`config.mk`:
```
export PLATFORM = sky130hd
export DESIGN_NAME = omc_array
export DESIGN_NICKNAME = d
export VERILOG_FILES = /design/src/hdl/omc_pkg.sv /design/src/hdl/omc_array.sv /design/src/hdl/omc_cell.sv
export VERILOG_INCLUDE_DIRS = /design/src /design/src/hdl
export SDC_FILE = /design/constraint.sdc
export NUM_CORES = 1
export LEC_CHECK = 0
export ABC_AREA = 1
export BUFFER_PORTS_ARGS = -buffer_cell sky130_fd_sc_hd__buf_2
export CAP_MARGIN = 10
export CORE_AREA = 2 2 98 100
export CTS_CLUSTER_DIAMETER = 150
export DETAILED_ROUTE_END_ITERATION = 8
export DIE_AREA = 0 0 100 102
export GPL_ROUTABILITY_DRIVEN = 0
export GPL_TIMING_DRIVEN = 0
export PLACE_DENSITY_LB_ADDON = 0.08
export SLEW_MARGIN = 20
export SYNTH_ARGS = -nofsm -noshare
export SYNTH_HDL_FRONTEND = slang
export SYNTH_SLANG_ARGS = --single-unit
```
`constraint.sdc`:
```
create_clock -name clk_i -period 0.8 [get_ports clk_i]
set_input_delay 0.04 -clock clk_i [delete_from_list [all_inputs] [get_ports clk_i]]
set_output_delay 0.04 -clock clk_i [all_outputs]
set_load 0.1 [all_outputs]
```
`src/hdl/omc_regs.svh`:
```
// Constants for the output macrocell array: sizes, cell positions, fuse map.
// Included by the package user files; holds definitions only.
`ifndef OMC_REGS_SVH
`define OMC_REGS_SVH
`define OMC_CELLS          8
`define OMC_ARRAY_INPUTS   32
`define OMC_TERMS_SIMPLE   8
`define OMC_TERMS_COMPLEX  7
`define OMC_MAX_BIDIR      6
`define OMC_SIG_BITS       64
`define OMC_SIG_FIRST_FUSE 2056
`define OMC_SIG_LAST_FUSE  2119
`define OMC_OUTER_LO       0
`define OMC_OUTER_HI       7
`define OMC_CENTER_LO      3
`define OMC_CENTER_HI      4
`endif

```
`src/hdl/omc_pkg.sv`:
```
// Types shared by the output macrocell array.
// Assumes users name every item with the package prefix.
package omc_pkg;
  typedef enum logic [1:0] {
    OMC_MODE_SIMPLE,
    OMC_MODE_COMPLEX,
    OMC_MODE_REGISTERED
  } omc_mode_type;
endpackage : omc_pkg

```
`src/hdl/omc_array.sv`:
```
// Output macrocell array in simple and combinatorial I/O modes.
// Assumes inputs synchronous to clk_i; pins are split into in, out and enable.
`timescale 1ns/100ps
`include "omc_regs.svh"
module omc_array #(
  parameter int CELLS  = `OMC_CELLS,
  parameter int NTERMS = `OMC_TERMS_SIMPLE
) (
  // Clock and reset
  input  wire logic                      clk_i,
  input  wire logic                      nrst_i,
  // Configuration bits
  input  wire logic                      global_sync_select_bit_i,
  input  wire logic                      global_arch_select_bit_i,
  input  wire logic [CELLS-1:0]          polarity_i,
  input  wire logic [CELLS-1:0]          cell_direction_bit_i,
  input  wire logic [`OMC_SIG_BITS-1:0]  user_signature_fuses_i,
  // Evaluated product terms from the AND array
  input  wire logic [CELLS*NTERMS-1:0]   terms_i,
  // Dedicated pins (clock and enable pins in registered mode)
  input  wire logic                      ded_in_a_i,
  input  wire logic                      ded_in_b_i,
  // Macrocell pins
  input  wire logic [CELLS-1:0]          pin_i,
  output logic [CELLS-1:0]               pin_o,
  output logic [CELLS-1:0]               pin_oe_o,
  // Feedback into the AND array
  output logic [CELLS-1:0]               feedback_o,
  output logic                           ded_a_to_array_o,
  output logic                           ded_b_to_array_o,
  // Status
  output omc_pkg::omc_mode_type          mode_o,
  output logic                           config_error_o,
  output logic [7:0]                     signature_byte_o [8]
);
  typedef struct packed {
    logic [CELLS-1:0] pin;
    logic [CELLS-1:0] oe;
    logic [CELLS-1:0] fb;
    logic             da;
    logic             db;
    logic             err;
    logic [1:0]       mode;
  } omc_state_type;

  omc_state_type st;
  omc_state_type next_st;
  logic [CELLS-1:0] cell_d;
  logic [CELLS-1:0] cell_oe;
  logic [CELLS-1:0] is_input;
  omc_pkg::omc_mode_type mode;

  function automatic int count_ones(input logic [CELLS-1:0] v);
    int n;
    n = 0;
    for (int k = 0; k < CELLS; k++) begin
      n += int'(v[k]);
    end
    return n;
  endfunction : count_ones

  // Global mode decode; registered mode is out of scope and leaves pins off
  always_comb begin
    if (global_sync_select_bit_i) begin
      mode = omc_pkg::OMC_MODE_SIMPLE;
    end else if (global_arch_select_bit_i) begin
      mode = omc_pkg::OMC_MODE_COMPLEX;
    end else begin
      mode = omc_pkg::OMC_MODE_REGISTERED;
    end
  end

  // Centre cells can never be inputs in simple mode
  always_comb begin
    for (int c = 0; c < CELLS; c++) begin
      is_input[c] = cell_direction_bit_i[c];
      if (mode == omc_pkg::OMC_MODE_SIMPLE && (c == `OMC_CENTER_LO || c == `OMC_CENTER_HI)) begin
        is_input[c] = 1'b0;
      end
      if (mode == omc_pkg::OMC_MODE_COMPLEX) begin
        is_input[c] = 1'b0; // direction set by the enable term
      end
    end
  end

  for (genvar g = 0; g < CELLS; g++) begin : g_cell
    omc_cell #(.TERMS(NTERMS)) u_cell (
      .terms_i   (terms_i[g*NTERMS +: NTERMS]),
      .complex_i (mode == omc_pkg::OMC_MODE_COMPLEX),
      .polarity_i(polarity_i[g]),
      .oe_term_i (terms_i[g*NTERMS + NTERMS-1]),
      .is_input_i(is_input[g]),
      .data_o    (cell_d[g]),
      .oe_o      (cell_oe[g])
    );
  end

  always_comb begin
    next_st = st;
    next_st.mode = mode;
    next_st.pin = cell_d;
    next_st.oe = (mode == omc_pkg::OMC_MODE_REGISTERED) ? '0 : cell_oe;
    next_st.fb = '0;
    next_st.da = ded_in_a_i;
    next_st.db = ded_in_b_i;
    // Too many cells left free to float means more than six bidirectional pins
    next_st.err = (mode == omc_pkg::OMC_MODE_COMPLEX) &&
                  (count_ones(~cell_direction_bit_i) > `OMC_MAX_BIDIR);
    unique case (mode)
      omc_pkg::OMC_MODE_COMPLEX: begin
        for (int c = 0; c < CELLS; c++) begin
          next_st.fb[c] = pin_i[c];
        end
        // Outer paths carry the dedicated inputs instead
        next_st.fb[`OMC_OUTER_LO] = ded_in_b_i;
        next_st.fb[`OMC_OUTER_HI] = ded_in_a_i;
      end
      omc_pkg::OMC_MODE_SIMPLE: begin
        // Each half feeds back through its inner neighbour; centre cells lose feedback
        for (int c = 0; c < CELLS/2 - 1; c++) begin
          next_st.fb[c] = pin_i[c+1];
          next_st.fb[CELLS-1-c] = pin_i[CELLS-2-c];
        end
      end
      omc_pkg::OMC_MODE_REGISTERED: begin
        next_st.fb = '0;
      end
    endcase
  end

  // Registering every output except the signature bytes costs one cycle but keeps pin drive free of glitches
  always_ff @(posedge clk_i or negedge nrst_i) begin
    if (!nrst_i) begin
      st <= '0;
    end else begin
      st <= next_st;
    end
  end

  assign pin_o            = st.pin;
  assign pin_oe_o         = st.oe;
  assign feedback_o       = st.fb;
  assign ded_a_to_array_o = st.da;
  assign ded_b_to_array_o = st.db;
  assign mode_o           = omc_pkg::omc_mode_type'(st.mode);
  assign config_error_o   = st.err;

  // Byte 0 holds the lowest fuse address of the signature
  always_comb begin
    for (int b = 0; b < 8; b++) begin
      signature_byte_o[b] = user_signature_fuses_i[b*8 +: 8];
    end
  end

  // Every output but the signature bytes is registered, so each check looks one edge after its cause
  a_simple_always_on: assert property (@(posedge clk_i) disable iff (!nrst_i)
    mode == omc_pkg::OMC_MODE_SIMPLE && !cell_direction_bit_i[0] |=> pin_oe_o[0])
    else $error("simple output not driven");
  a_simple_input: assert property (@(posedge clk_i) disable iff (!nrst_i)
    mode == omc_pkg::OMC_MODE_SIMPLE && cell_direction_bit_i[1] |=> !pin_oe_o[1])
    else $error("simple input cell driven");
  a_center_outputs: assert property (@(posedge clk_i) disable iff (!nrst_i)
    mode == omc_pkg::OMC_MODE_SIMPLE |=> pin_oe_o[`OMC_CENTER_LO] && pin_oe_o[`OMC_CENTER_HI])
    else $error("centre cell not output");
  a_outer_feedback: assert property (@(posedge clk_i) disable iff (!nrst_i)
    mode == omc_pkg::OMC_MODE_COMPLEX |=> feedback_o[`OMC_OUTER_HI] == $past(ded_in_a_i))
    else $error("outer feedback wrong");
  a_outer_lo_feedback: assert property (@(posedge clk_i) disable iff (!nrst_i)
    mode == omc_pkg::OMC_MODE_COMPLEX |=> feedback_o[`OMC_OUTER_LO] == $past(ded_in_b_i))
    else $error("low outer feedback wrong");
  a_oe_term: assert property (@(posedge clk_i) disable iff (!nrst_i)
    mode == omc_pkg::OMC_MODE_COMPLEX |=> pin_oe_o[1] == $past(terms_i[2*NTERMS-1]))
    else $error("enable term not followed");
  a_oe_float: assert property (@(posedge clk_i) disable iff (!nrst_i)
    mode == omc_pkg::OMC_MODE_COMPLEX && !terms_i[NTERMS-1] |=> !pin_oe_o[0])
    else $error("pin driven while enable false");
  a_complex_or: assert property (@(posedge clk_i) disable iff (!nrst_i)
    mode == omc_pkg::OMC_MODE_COMPLEX && terms_i[NTERMS-2:0] == '0 |=> pin_o[0] == !$past(polarity_i[0]))
    else $error("complex sum wrong");
  a_simple_or: assert property (@(posedge clk_i) disable iff (!nrst_i)
    mode == omc_pkg::OMC_MODE_SIMPLE && !polarity_i[2] && terms_i[3*NTERMS-1] |=> !pin_o[2])
    else $error("simple sum wrong");
  a_inner_nofb: assert property (@(posedge clk_i) disable iff (!nrst_i)
    mode == omc_pkg::OMC_MODE_SIMPLE |=> feedback_o[`OMC_CENTER_LO] == 1'b0 && feedback_o[0] == $past(pin_i[1]))
    else $error("simple feedback wrong");
  a_ded_inputs: assert property (@(posedge clk_i) disable iff (!nrst_i)
    1'b1 |=> ded_a_to_array_o == $past(ded_in_a_i) && ded_b_to_array_o == $past(ded_in_b_i))
    else $error("dedicated input lost");
  a_bidir_limit: assert property (@(posedge clk_i) disable iff (!nrst_i)
    mode == omc_pkg::OMC_MODE_COMPLEX && cell_direction_bit_i == '0 |=> config_error_o)
    else $error("bidirectional limit not flagged");
  a_bidir_allowed: assert property (@(posedge clk_i) disable iff (!nrst_i)
    mode == omc_pkg::OMC_MODE_COMPLEX && cell_direction_bit_i[`OMC_OUTER_LO] &&
    cell_direction_bit_i[`OMC_OUTER_HI] |=> !config_error_o)
    else $error("legal bidirectional count flagged");
  a_mode_simple: assert property (@(posedge clk_i) disable iff (!nrst_i)
    global_sync_select_bit_i |=> mode_o == omc_pkg::OMC_MODE_SIMPLE)
    else $error("simple mode not selected");
  a_registered_off: assert property (@(posedge clk_i) disable iff (!nrst_i)
    !global_sync_select_bit_i && !global_arch_select_bit_i |=> pin_oe_o == '0)
    else $error("pin driven in registered mode");

  c_simple: cover property (@(posedge clk_i) mode_o == omc_pkg::OMC_MODE_SIMPLE && pin_oe_o != '0);
  c_simple_input: cover property (@(posedge clk_i) mode_o == omc_pkg::OMC_MODE_SIMPLE && !pin_oe_o[1]);
  c_complex_off: cover property (@(posedge clk_i) mode_o == omc_pkg::OMC_MODE_COMPLEX && !pin_oe_o[2]);
  c_complex_on: cover property (@(posedge clk_i) mode_o == omc_pkg::OMC_MODE_COMPLEX && pin_oe_o[2]);
  c_bidir_error: cover property (@(posedge clk_i) mode_o == omc_pkg::OMC_MODE_COMPLEX && config_error_o);
endmodule : omc_array

```
`src/hdl/omc_cell.sv`:
```
// One output macrocell: OR of product terms, polarity, enable term.
// Assumes the product terms arrive already evaluated by the AND array.
`timescale 1ns/100ps
`include "omc_regs.svh"
module omc_cell #(
  parameter int TERMS = `OMC_TERMS_SIMPLE
) (
  // Product terms and configuration
  input  wire logic [TERMS-1:0] terms_i,
  input  wire logic             complex_i,
  input  wire logic             polarity_i,
  input  wire logic             oe_term_i,
  input  wire logic             is_input_i,
  // Pin drive
  output logic                  data_o,
  output logic                  oe_o
);
  logic sum;
  always_comb begin
    // Complex mode gives up the last term to the enable
    if (complex_i) begin
      sum = |terms_i[TERMS-2:0];
    end else begin
      sum = |terms_i;
    end
  end
  assign data_o = polarity_i ? sum : ~sum;
  // Simple outputs drive always; complex follows the enable term; off means high impedance
  assign oe_o = is_input_i ? 1'b0 : (complex_i ? oe_term_i : 1'b1);
endmodule : omc_cell

```
* After elaboration in Yosys (flattened, before gate mapping)
Index checks and enable logic that the tools add are counted.
** Word-level totals
- Output and inout bits :: 93
- Bits of input ports :: 158
- Word-level logic and storage cells :: 92
- Bits in latches :: 0
- Bits in registers :: 29
- ROM bits :: 0
- Memories :: 0
- RAM bits :: 0
** Operators by class
- Shifts and indexed selects :: 0
- $add $sub $neg :: 7
- Multipliers :: 0
- Multiplexer cells :: 48
- Divide/modulo/power cells :: 0
- Reduce and logical (&&, ||, !) cells :: 18
- Bitwise gates (word level) :: 9
- Magnitude comparators :: 1
- Equality and inequality tests :: 2
** Operators with widths (number)
- $reduce_or 8->1 :: 8
- $reduce_or 7->1 :: 8
- $mux 1 :: 42
- $pmux 3 s3 :: 2
- $add 7x1->8 :: 1
- $gt 8x3->1 const B :: 1
- $mux 8 :: 1
- $not 1->1 :: 8
- $not 8->8 :: 1
- $add 6x1->7 :: 1
- $add 5x1->6 :: 1
- $mux 2 :: 3
- $add 4x1->5 :: 1
- $add 3x1->4 :: 1
- $add 2x1->3 :: 1
- $add 1x1->2 :: 1
- $eq 2x1->1 const B :: 1
- $eq 2x2->1 const B :: 1
- $logic_not 2->1 :: 1
- $logic_and 1x1->1 :: 1

* Depth between registers and ports, before layout
Gate-level depths: netlist (run 1).
- Depth after elaboration :: 10
- Depth in mapped cells :: 10
- Mapped depth without buffers :: 10

* Hierarchy
A second synthesis (run 1) with hierarchy kept.
** Second synthesis, totals
- Cell total of the unflattened synthesis :: 311
- Area, all modules :: 2273.4 µm²
** By module, submodules not included
- omc_array :: cells an instance 167, sequential area each 725.7 µm², area each 1622.8 µm², times used 1
- omc_cell :: cells an instance 18, sequential area each 0.0 µm², area each 81.3 µm², times used 8

* Least setup slack after synthesis (run 1)
OpenSTA, ideal clock, no wires.
- Path type :: in2reg
- Start point :: input port cell_direction_bit_i[0]
- End point :: register st, in the netlist config_error_o
- Arrival :: 2.395 ns
- Setup slack :: -1.673 ns
- Library setup time :: 0.077 ns
- Path buffers :: 0
- Stages :: 10
- Data required time :: 0.723 ns
- Cell sequence :: fa_1 > inv_1 > fa_1 > fa_1 > ha_1 > fa_1 > nand2_1 > inv_1 > nand2_1 > a21oi_1
** RTL lines
- from (decl) :: RTL line omc_array.sv:16 : input wire logic [CELLS-1:0] cell_direction_bit_i,
- to (signal assigned) :: RTL line omc_array.sv:136 : st <= next_st;
- to (decl) :: RTL line omc_array.sv:46 : omc_state_type st;

==> impl_metrics.py, run 1 <==
metrics = {
    "place": {
        "dp_hpwl_microns": 6200,
        "portBuffers": 184,
        "place_inst": 576,
    },
    "sta": {
        "max_freq_ghz": 0.421,
        "rsz0062_at_grt": "yes",
        "timing.hold.ws_ps": -203,
        "tightest_slew_ps": 673,
        "fin_crit_ps": 2380,
        "maxSlewViolCount": 0,
        "fin_tns_setup_ps": -4300,
        "hold_viol": 29,
        "finalWorstSetupSlack_ps": -1580,
        "setup_violations": 30,
        "relSlewSlack_pct": 55.1,
        "period_share_pct": 297,
    },
    "yosys": {
        "ys_ff_latch": 29,
        "async_flop_share_pct": 100,
        "yosysSeqAreaShare_pct": 33.9,
        "ys_warn_count": 0,
        "avgSynthCellArea_sq_um": 7.62,
        "synthCells": 281,
        "synth_edf_count": 0,
        "syn_nets": 446,
        "ys_types": 18,
        "synth_flop_cell": "dfrtp_1",
        "synth_area_sq_um": 2140,
    },
    "route": {
        "drt_pre_antenna_iters": 4,
        "drt-vias-per-instance": 3.88,
        "wirelength_microns": 7280,
        "antenna_left": 0,
        "drc": 0,
        "via_count": 2347,
        "routedWlPerCell_microns": 12.0,
        "drtIter0Drc": 57,
    },
    "clock_tree": {
        "cts_tree": "done",
        "root_buffer": "clkbuf_8",
        "hold_buffers": 23,
        "cts_buffers": 5,
        "cts_htree_levels": 2,
        "clk_path_buf_depth": 2,
        "clock-sinks": 29,
        "clkSlewWorstSetupHoldPaths_ps": 60,
    },
    "worst_setup_path": {
        "worst_setup_path_end_kind": "register",
        "critPathLaunchType": "input pin",
        "cpMaxStageDelayCell": "fa_1",
        "crit_arrival_ps": 2580,
        "slowest_delay_ps": 520,
        "crit_fanout": 2,
        "cp_common_cell": "fa_1",
        "critPathBufInv": 3,
        "path_cells": "buf_8 -> fa_1 -> inv_1 -> fa_1 -> fa_1 -> ha_2 -> fa_1 -> nand2_1 -> inv_1 -> nand2_1 -> a21oi_2",
        "required_ps": 1010,
        "cp_top_family": "adder cells",
        "crit_type": "input pin to register",
    },
    "floorplanning": {
        "start_util_pct": 23.5,
        "pin_count": 251,
        "dieWidth_microns": 100,
        "core_sq_um": 9110,
        "die_y_microns": 102,
        "dieArea_sq_um": 10200,
        "rows": 35,
    },
    "cells_and_area": {
        "stdcell_count": 605,
        "layout.nets": 658,
        "area_growth_pct": 78.0,
        "finish.utilization_pct": 41.9,
        "num_antenna_cells": 0,
        "layout-drive-gt1-share_pct": 60.1,
    },
    "pwr": {
        "power_density_nw_per_um2": 1640,
        "vdd_drop_max_v": 0.000720,
        "cellLeakagePower_nw": 2.20,
    },
    "hold_path": {
        "hold_class": "input pin to asynchronous set/reset pin",
    },
    "status": {
        "violations": "hold timing, setup timing",
        "status": "finished with violations",
    },
    "global_route": {
        "grt_use_total_pct": 13.5,
        "grt_pass1_vias": 2389,
        "grt-ovfl-total": 0,
        "grt_max_degree": 30,
        "antenna_found_initial": 1,
        "grt_pass1_wl_microns": 10900,
    },
    "run": {
        "cap_violations": 0,
    },
}
## cells in the final DEF, fill, tap and decap left out, drive strengths merged
cell type / synthesis / routed
nand3: 16 / 16
dfrtp: 29 / 29
o21ai: 9 / 9
inv: 49 / 49
dlygate4sd3: 0 / 23
xor2: 1 / 1
ha: 3 / 3
nand3b: 8 / 8
nor2: 39 / 39
clkbuf: 1 / 7
fa: 4 / 4
nand2: 52 / 52
o22ai: 4 / 4
a21oi: 1 / 1
buf: 65 / 247
clkinv: 0 / 2
## layer usage
layer  global-route usage, %  wire length (microns)  vias to the layer above
met1                    13.9                   2590                     1023
met3                    4.38                    634                        7
met5                       0                      7                        -
met2                    26.9                   4010                      118
met4                    2.53                     38                        2
li1                        -                      -                     1197
## per-stage QoR
stage          cell area [sq um]  hold WS (ps)  total power [mW]  setup WS [ps]
5_1_grt                     3810          -160              6.60          -1670
3_5_place_dp                3240           118              4.84          -1900
4_1_cts                     3780          -187              6.33          -1580
2_1_floorplan               2180          -256              4.22          -1650
3_3_place_gp                3240           122              4.82          -1880
6_report                    3810          -203              6.24          -1580
## flip-flops by register name (all words and copies together), names as in the netlist
name,cells
pin_o,8
pin_oe_o,8
mode_o,2
feedback_o,8
config_error_o,1
ded_b_to_array_o,1
ded_a_to_array_o,1
## final timing paths
| path | from | endpoint | cells after the start |
|---|---|---|---|
| worst max-delay path | cell_direction_bit_i[0] | config_error_o | 11 |
| worst min-delay path | nrst_i | pin_o[5] | 1 |
| max in group asynchronous | nrst_i | pin_o[1] | 1 |
| min in group clk_i | terms_i[39] | pin_oe_o[4] | 3 |
## cell families after synthesis
logic type	share of synthesized area, %
flops	33.9
fa+ha+maj	5.49
xor+xnor	0.409
buf+inv	32.1
simple gates	24.6
compound gates	3.50
## synthesized netlist by cell type, types with 2 or more instances
cell type | number | share of area (%)
buf_4 | 64 | 22
nor2_1 | 39 | 6.8
nand2_4 | 4 | 2.1
nand3_1 | 13 | 3.0
o21ai_0 | 9 | 2.1
nand3_2 | 3 | 1.4
nand3b_1 | 8 | 2.8
inv_1 | 47 | 8.2
dfrtp_1 | 29 | 34
nand2_1 | 48 | 8.4
o22ai_1 | 4 | 1.2
fa_1 | 4 | 3.7
ha_1 | 3 | 1.8
inv_2 | 2 | 0.35
## timing repair
| action | in CTS | in global routing |
|---|---|---|
| buffers inserted | 0 | 0 |
| cloned | 0 | 0 |
| pin swaps | 0 | 0 |
| gates resized for setup | 72 | 13 |
| hold endpoints to repair | 51 | 29 |
| setup endpoints to repair | 30 | 35 |
## report_power, final
group	leakage (nW)	internal, mW	total [mW]	switching (mW)
Clock	0.0450	0.601	1.15	0.545
Combinational	1.83	0.962	3.47	2.50
Sequential	0.323	1.58	1.63	0.0553
Total	2.20	3.14	6.24	3.10
## cell type report
type	instances	area, sq um
Buffer	66	505
Clock buffer	6	72.6
Clock inverter	2	10.0
Fill cell	991	5300
Inverter	49	184
Multi-Input combinational cell	137	742
Sequential cell	29	761
Tap cell	111	139
Timing Repair Buffer	205	1400
(Power assumes the default switching activity.)
==> run 2, diff against run 1 <==
--- a/config.mk
+++ b/config.mk
@@ -9,10 +9,11 @@
 export ABC_AREA = 1
 export BUFFER_PORTS_ARGS = -buffer_cell sky130_fd_sc_hd__buf_2
 export CAP_MARGIN = 10
-export CORE_AREA = 2 2 98 100
+export CORE_AREA = 2 2 97 99
+export CTS_BUF_LIST = sky130_fd_sc_hd__clkbuf_4
 export CTS_CLUSTER_DIAMETER = 150
 export DETAILED_ROUTE_END_ITERATION = 8
-export DIE_AREA = 0 0 100 102
+export DIE_AREA = 0 0 99 101
 export GPL_ROUTABILITY_DRIVEN = 0
 export GPL_TIMING_DRIVEN = 0
 export PLACE_DENSITY_LB_ADDON = 0.08
==> constraint.sdc (replaced) <==
create_clock -name clk_i -period 2.3 [get_ports clk_i]
set_input_delay 0.115 -clock clk_i [delete_from_list [all_inputs] [get_ports clk_i]]
set_output_delay 0.115 -clock clk_i [all_outputs]
set_load 0.1 [all_outputs]
==> run 2 against run 1 <==
The run ends with setup timing left. Total power is 68% lower. Count of clock-buffer cells in the layout decreased by 1. Wire length down 5.7%. Highest routed layer is now met4. Largest power group unchanged. Sequential power decreased by 66%. Setup slack better by 1500 ps.
==> impl_metrics.py, run 2 (synthesized netlist as in run 1, its figures left out) <==
metrics = {
    "sta": {
        "fin_tns_setup_ps": -121,
        "period_share_pct": 105,
        "fin_crit_ps": 2420,
        "tightest_slew_ps": 682,
        "finalWorstSetupSlack_ps": -121,
        "relSlewSlack_pct": 54.5,
        "rsz0062_at_grt": "yes",
        "timing.hold.ws_ps": 20.2,
        "setup_violations": 1,
        "maxSlewViolCount": 0,
        "hold_viol": 0,
        "max_freq_ghz": 0.413,
    },
    "pwr": {
        "cellLeakagePower_nw": 2.11,
        "power_density_nw_per_um2": 577,
        "vdd_drop_max_v": 0.000243,
        "power.total_mw": 1.98,
    },
    "cells_and_area": {
        "layout.nets": 653,
        "layout-drive-gt1-share_pct": 54.4,
        "fillCellCount": 979,
        "regArea_sq_um": 726,
        "num_antenna_cells": 0,
        "multiInputGateArea_sq_um": 734,
        "final_common_cell": "buf_2",
        "area_growth_pct": 60.2,
        "mostFrequentLayoutCells": "buf_2, buf_4, nand2_1, inv_1, nor2_1",
    },
    "route": {
        "drt_pre_antenna_iters": 6,
        "via_count": 2310,
        "drtIter0Drc": 61,
        "drc": 0,
        "drt-vias-per-instance": 3.85,
        "routedWlPerCell_microns": 11.4,
        "wirelength_microns": 6870,
        "antenna_left": 0,
    },
    "worst_setup_path": {
        "critPathLaunchType": "input pin",
        "crit_type": "input pin to register",
        "worst_setup_path_end_kind": "register",
        "crit_arrival_ps": 2670,
        "required_ps": 2550,
        "crit_fanout": 2,
    },
    "place": {
        "dp_slack_ps": -480,
        "portBuffers": 184,
        "dp_hpwl_microns": 5890,
    },
    "clock_tree": {
        "cts_setup_buffers": 0,
        "clock-sinks": 29,
        "clkSlewWorstSetupHoldPaths_ps": 100,
        "clk_path_buf_depth": 2,
        "cts_htree_levels": 2,
        "root_buffer": "clkbuf_4",
        "cts_buffers": 5,
        "cts_tree": "done",
    },
    "global_route": {
        "antenna_found_initial": 0,
        "grt_pass1_vias": 2177,
        "grt_max_degree": 30,
        "grt_use_total_pct": 12.7,
        "grt-ovfl-total": 0,
        "grt_pass1_wl_microns": 10000,
    },
    "hold_path": {
        "hold_class": "input pin to register",
    },
    "floorplanning": {
        "dieWidth_microns": 99,
        "core_sq_um": 8980,
        "die_y_microns": 101,
        "rows": 35,
        "dieArea_sq_um": 10000,
        "start_util_pct": 23.9,
        "pin_count": 251,
    },
    "run": {
        "cap_violations": 0,
    },
    "status": {
        "violations": "setup timing",
        "status": "finished with violations",
    },
}
==> run 2: cell types whose count changed in the layout (fill, tap and decap cells not counted), sizes merged <==
cell | previous run | this run
dlygate4sd3 | 23 | 16
buf | 247 | 249
clkinv | 2 | 3
clkbuf | 7 | 6
==> run 2: metal layers <==
metal / wire length (microns) / share of wire (%) / track usage [%]
met5: 0 / 0 / 0
met1: 2590 / 38 / 13.9
met3: 648 / 9.4 / 3.74
met2: 3580 / 52 / 23.5
met4: 49 / 0.71 / 3.79
==> run 2: layout make-up <==
class | instances | share of cell area [%]
clock buffers | 5 | 1.09
flip-flops and latches | 29 | 21.2
inverters | 49 | 5.36
plain buffers | 66 | 14.7
multi-input cells | 137 | 21.4
well taps | 111 | 4.05
repair buffers | 200 | 31.9
clock inverters | 3 | 0.365
==> run 2: through the flow <==
stage	util, %	cell area, sq um	std cells
after detailed placement	35.7	3200	576
after global placement	35.7	3200	576
after floorplan	-	2140	281
after global routing	38.2	3430	600
after CTS	38.2	3430	600
final	38.2	3430	600
==> run 2: path summary, 6_finish.rpt <==
check	start	cells after the start	slack, ps	to
max in group asynchronous	nrst_i	2	1500	feedback_o[6]
max	cell_direction_bit_i[0]	11	-120	config_error_o
min in group asynchronous	nrst_i	2	360	pin_o[3]
min	terms_i[47]	3	20	pin_oe_o[5]
==> run 2: power by group <==
group	switching (mW)	internal (mW)	total, mW
registers	0.00702	0.541	0.548
logic	0.869	0.271	1.14
clock network	0.179	0.110	0.290
total	1.06	0.923	1.98
==> run 2: critical path, cell delays in order <==
cell,delay (ps)
buf_6,100
fa_1,530
inv_1,50
fa_1,490
fa_1,430
ha_2,200
fa_1,490
nand2_1,50
inv_1,40
nand2_1,60
a21oi_2,120
==> run 2: timing repair <==
action                                  CTS  global route
resized for setup                         5             0
hold endpoints to repair                 44             0
endpoints found under the setup margin    1             1
hold buffers                             16             0
cloned                                    0             0
==> run 3, diff against run 2 <==
--- a/config.mk
+++ b/config.mk
@@ -16,7 +16,7 @@
 export DIE_AREA = 0 0 99 101
 export GPL_ROUTABILITY_DRIVEN = 0
 export GPL_TIMING_DRIVEN = 0
-export PLACE_DENSITY_LB_ADDON = 0.08
+export PLACE_DENSITY = 0.64
 export SLEW_MARGIN = 20
 export SYNTH_ARGS = -nofsm -noshare
 export SYNTH_HDL_FRONTEND = slang
==> run 3 against run 2 <==
The flow still finishes with violations (setup timing). Die area unchanged. Largest power group unchanged. Fmax decreased by 0.48%. Flip-flop and latch count unchanged. Core utilization increased by 0.74 points. Worst hold slack improved by 1.3 ps. Critical path type unchanged. Critical endpoint unchanged.
==> impl_metrics.py, run 3 (synthesized netlist as in run 1, its figures left out) <==
metrics = {
    "cells_and_area": {
        "num_antenna_cells": 0,
        "layout-drive-gt1-share_pct": 54.2,
        "fillCellCount": 936,
        "area_growth_pct": 63.3,
        "mostFrequentLayoutCells": "buf_2, buf_4, nand2_1, inv_1, nor2_1",
        "final_common_cell": "buf_2",
        "layout.nets": 657,
        "regArea_sq_um": 726,
        "multiInputGateArea_sq_um": 734,
        "final_area_sq_um": 3500,
    },
    "route": {
        "drtIter0Drc": 44,
        "antenna_left": 0,
        "via_count": 2400,
        "drc": 0,
        "drt-vias-per-instance": 3.97,
        "wirelength_microns": 7790,
        "drt_pre_antenna_iters": 4,
        "routedWlPerCell_microns": 12.9,
    },
    "run": {
        "cap_violations": 0,
    },
    "sta": {
        "relSlewSlack_pct": 55.0,
        "fin_tns_setup_ps": -133,
        "setup_violations": 1,
        "max_freq_ghz": 0.411,
        "finalWorstSetupSlack_ps": -133,
        "maxSlewViolCount": 0,
        "tightest_slew_ps": 675,
        "period_share_pct": 106,
        "hold_viol": 0,
        "fin_crit_ps": 2430,
        "rsz0062_at_grt": "yes",
    },
    "global_route": {
        "grt_pass1_vias": 2372,
        "grt_use_total_pct": 14.6,
        "grt-ovfl-total": 0,
        "grt_max_degree": 30,
        "grt_pass1_wl_microns": 11400,
        "antenna_found_initial": 0,
    },
    "pwr": {
        "power.total_mw": 2.12,
        "p_sw_mw": 1.08,
        "cellLeakagePower_nw": 2.14,
        "comb_power_share_pct": 54.4,
        "clkPwrFrac_pct": 19.7,
        "internal_power_mw": 1.04,
        "power_density_nw_per_um2": 607,
        "swShare_pct": 50.9,
        "seqPwrFrac_pct": 25.9,
        "vdd_drop_max_v": 0.000282,
    },
    "worst_setup_path": {
        "crit_type": "input pin to register",
        "critPathBufInv": 3,
        "path_cells": "buf_8 -> fa_1 -> inv_1 -> fa_1 -> fa_1 -> ha_2 -> fa_1 -> nand2_1 -> inv_1 -> nand2_1 -> a21oi_2",
        "slowest_delay_ps": 530,
        "crit_arrival_ps": 2700,
        "cp_top_family": "adder cells",
        "crit_fanout": 2,
        "required_ps": 2560,
        "startpoint": "cell_direction_bit_i[0]",
        "worst_setup_path_end_kind": "register",
        "cp_common_cell": "fa_1",
        "cpMaxStageDelayCell": "fa_1",
        "critPathLaunchType": "input pin",
    },
    "clock_tree": {
        "clk_path_buf_depth": 2,
        "cts_htree_levels": 2,
        "cts_tree": "done",
        "cts_setup_buffers": 0,
        "clock-sinks": 29,
        "cts_buffers": 5,
        "clkSlewWorstSetupHoldPaths_ps": 100,
        "root_buffer": "clkbuf_4",
    },
    "status": {
        "status": "finished with violations",
        "violations": "setup timing",
    },
    "hold_path": {
        "min_from": "global_sync_select_bit_i",
        "whs_endpoint": "mode_o[1]",
        "hold_depth": 2,
        "hold_class": "input pin to register",
    },
    "place": {
        "place_area_sq_um": 3200,
        "dp_hpwl_microns": 6600,
        "portBuffers": 184,
    },
    "floorplanning": {
        "rows": 35,
        "dieArea_sq_um": 10000,
        "die_y_microns": 101,
        "dieWidth_microns": 99,
        "core_sq_um": 8980,
        "pin_count": 251,
        "start_util_pct": 23.9,
    },
}
run 3: power groups by stage:
stage | clock network [mW] | logic, mW | registers [mW]
2_1_floorplan | 0 | 0.660 | 0.803
3_3_place_gp | 0 | 1.12 | 0.559
3_5_place_dp | 0 | 1.13 | 0.560
4_1_cts | 0.442 | 1.16 | 0.549
5_1_grt | 0.458 | 1.21 | 0.552
6_report | 0.418 | 1.16 | 0.549
run 3: layer usage:
metal	wire length [microns]	vias up	global-route usage (%)	part of all wire, %
met5	0	-	0	0
met4	71	0	3.48	0.91
met1	2580	1057	14.4	33
met2	4120	135	27.7	53
met3	1020	7	7.07	13
li1	-	1201	-	-
run 3: cell type report:
type / instances / area share (%)
buffer: 66 / 14.4
clock buffer: 5 / 1.07
clock inverter: 3 / 1.18
inverter: 49 / 5.26
multi-input combinational: 137 / 21.0
sequential: 29 / 20.8
tap: 111 / 3.97
timing repair buffer: 204 / 32.3
run 3: worst max-delay path by stage:
stage / end / slack (ps) / cells past startpoint
2_1_floorplan: config_error_o / -230 / 10
3_3_place_gp: config_error_o / -460 / 11
3_5_place_dp: config_error_o / -490 / 11
4_1_cts: config_error_o / -110 / 11
5_1_grt: config_error_o / -190 / 11
6_report: config_error_o / -130 / 11
run 3: through the flow:
stage	std cells	util, %	hold WS, ps	worst slack [ps]
3_5_place_dp	576	35.7	208	-488
4_1_cts	604	39.0	0.103	-110
2_1_floorplan	281	-	-181	-227
6_report	604	39.0	21.5	-133
5_1_grt	604	39.0	13.6	-192
3_3_place_gp	576	35.7	195	-461
run 3: what timing repair did:
item,CTS,global route
setup endpoints to repair,1,1
hold endpoints to repair,49,0
cloned,0,0
hold buffers,20,0
gates resized for setup,4,0
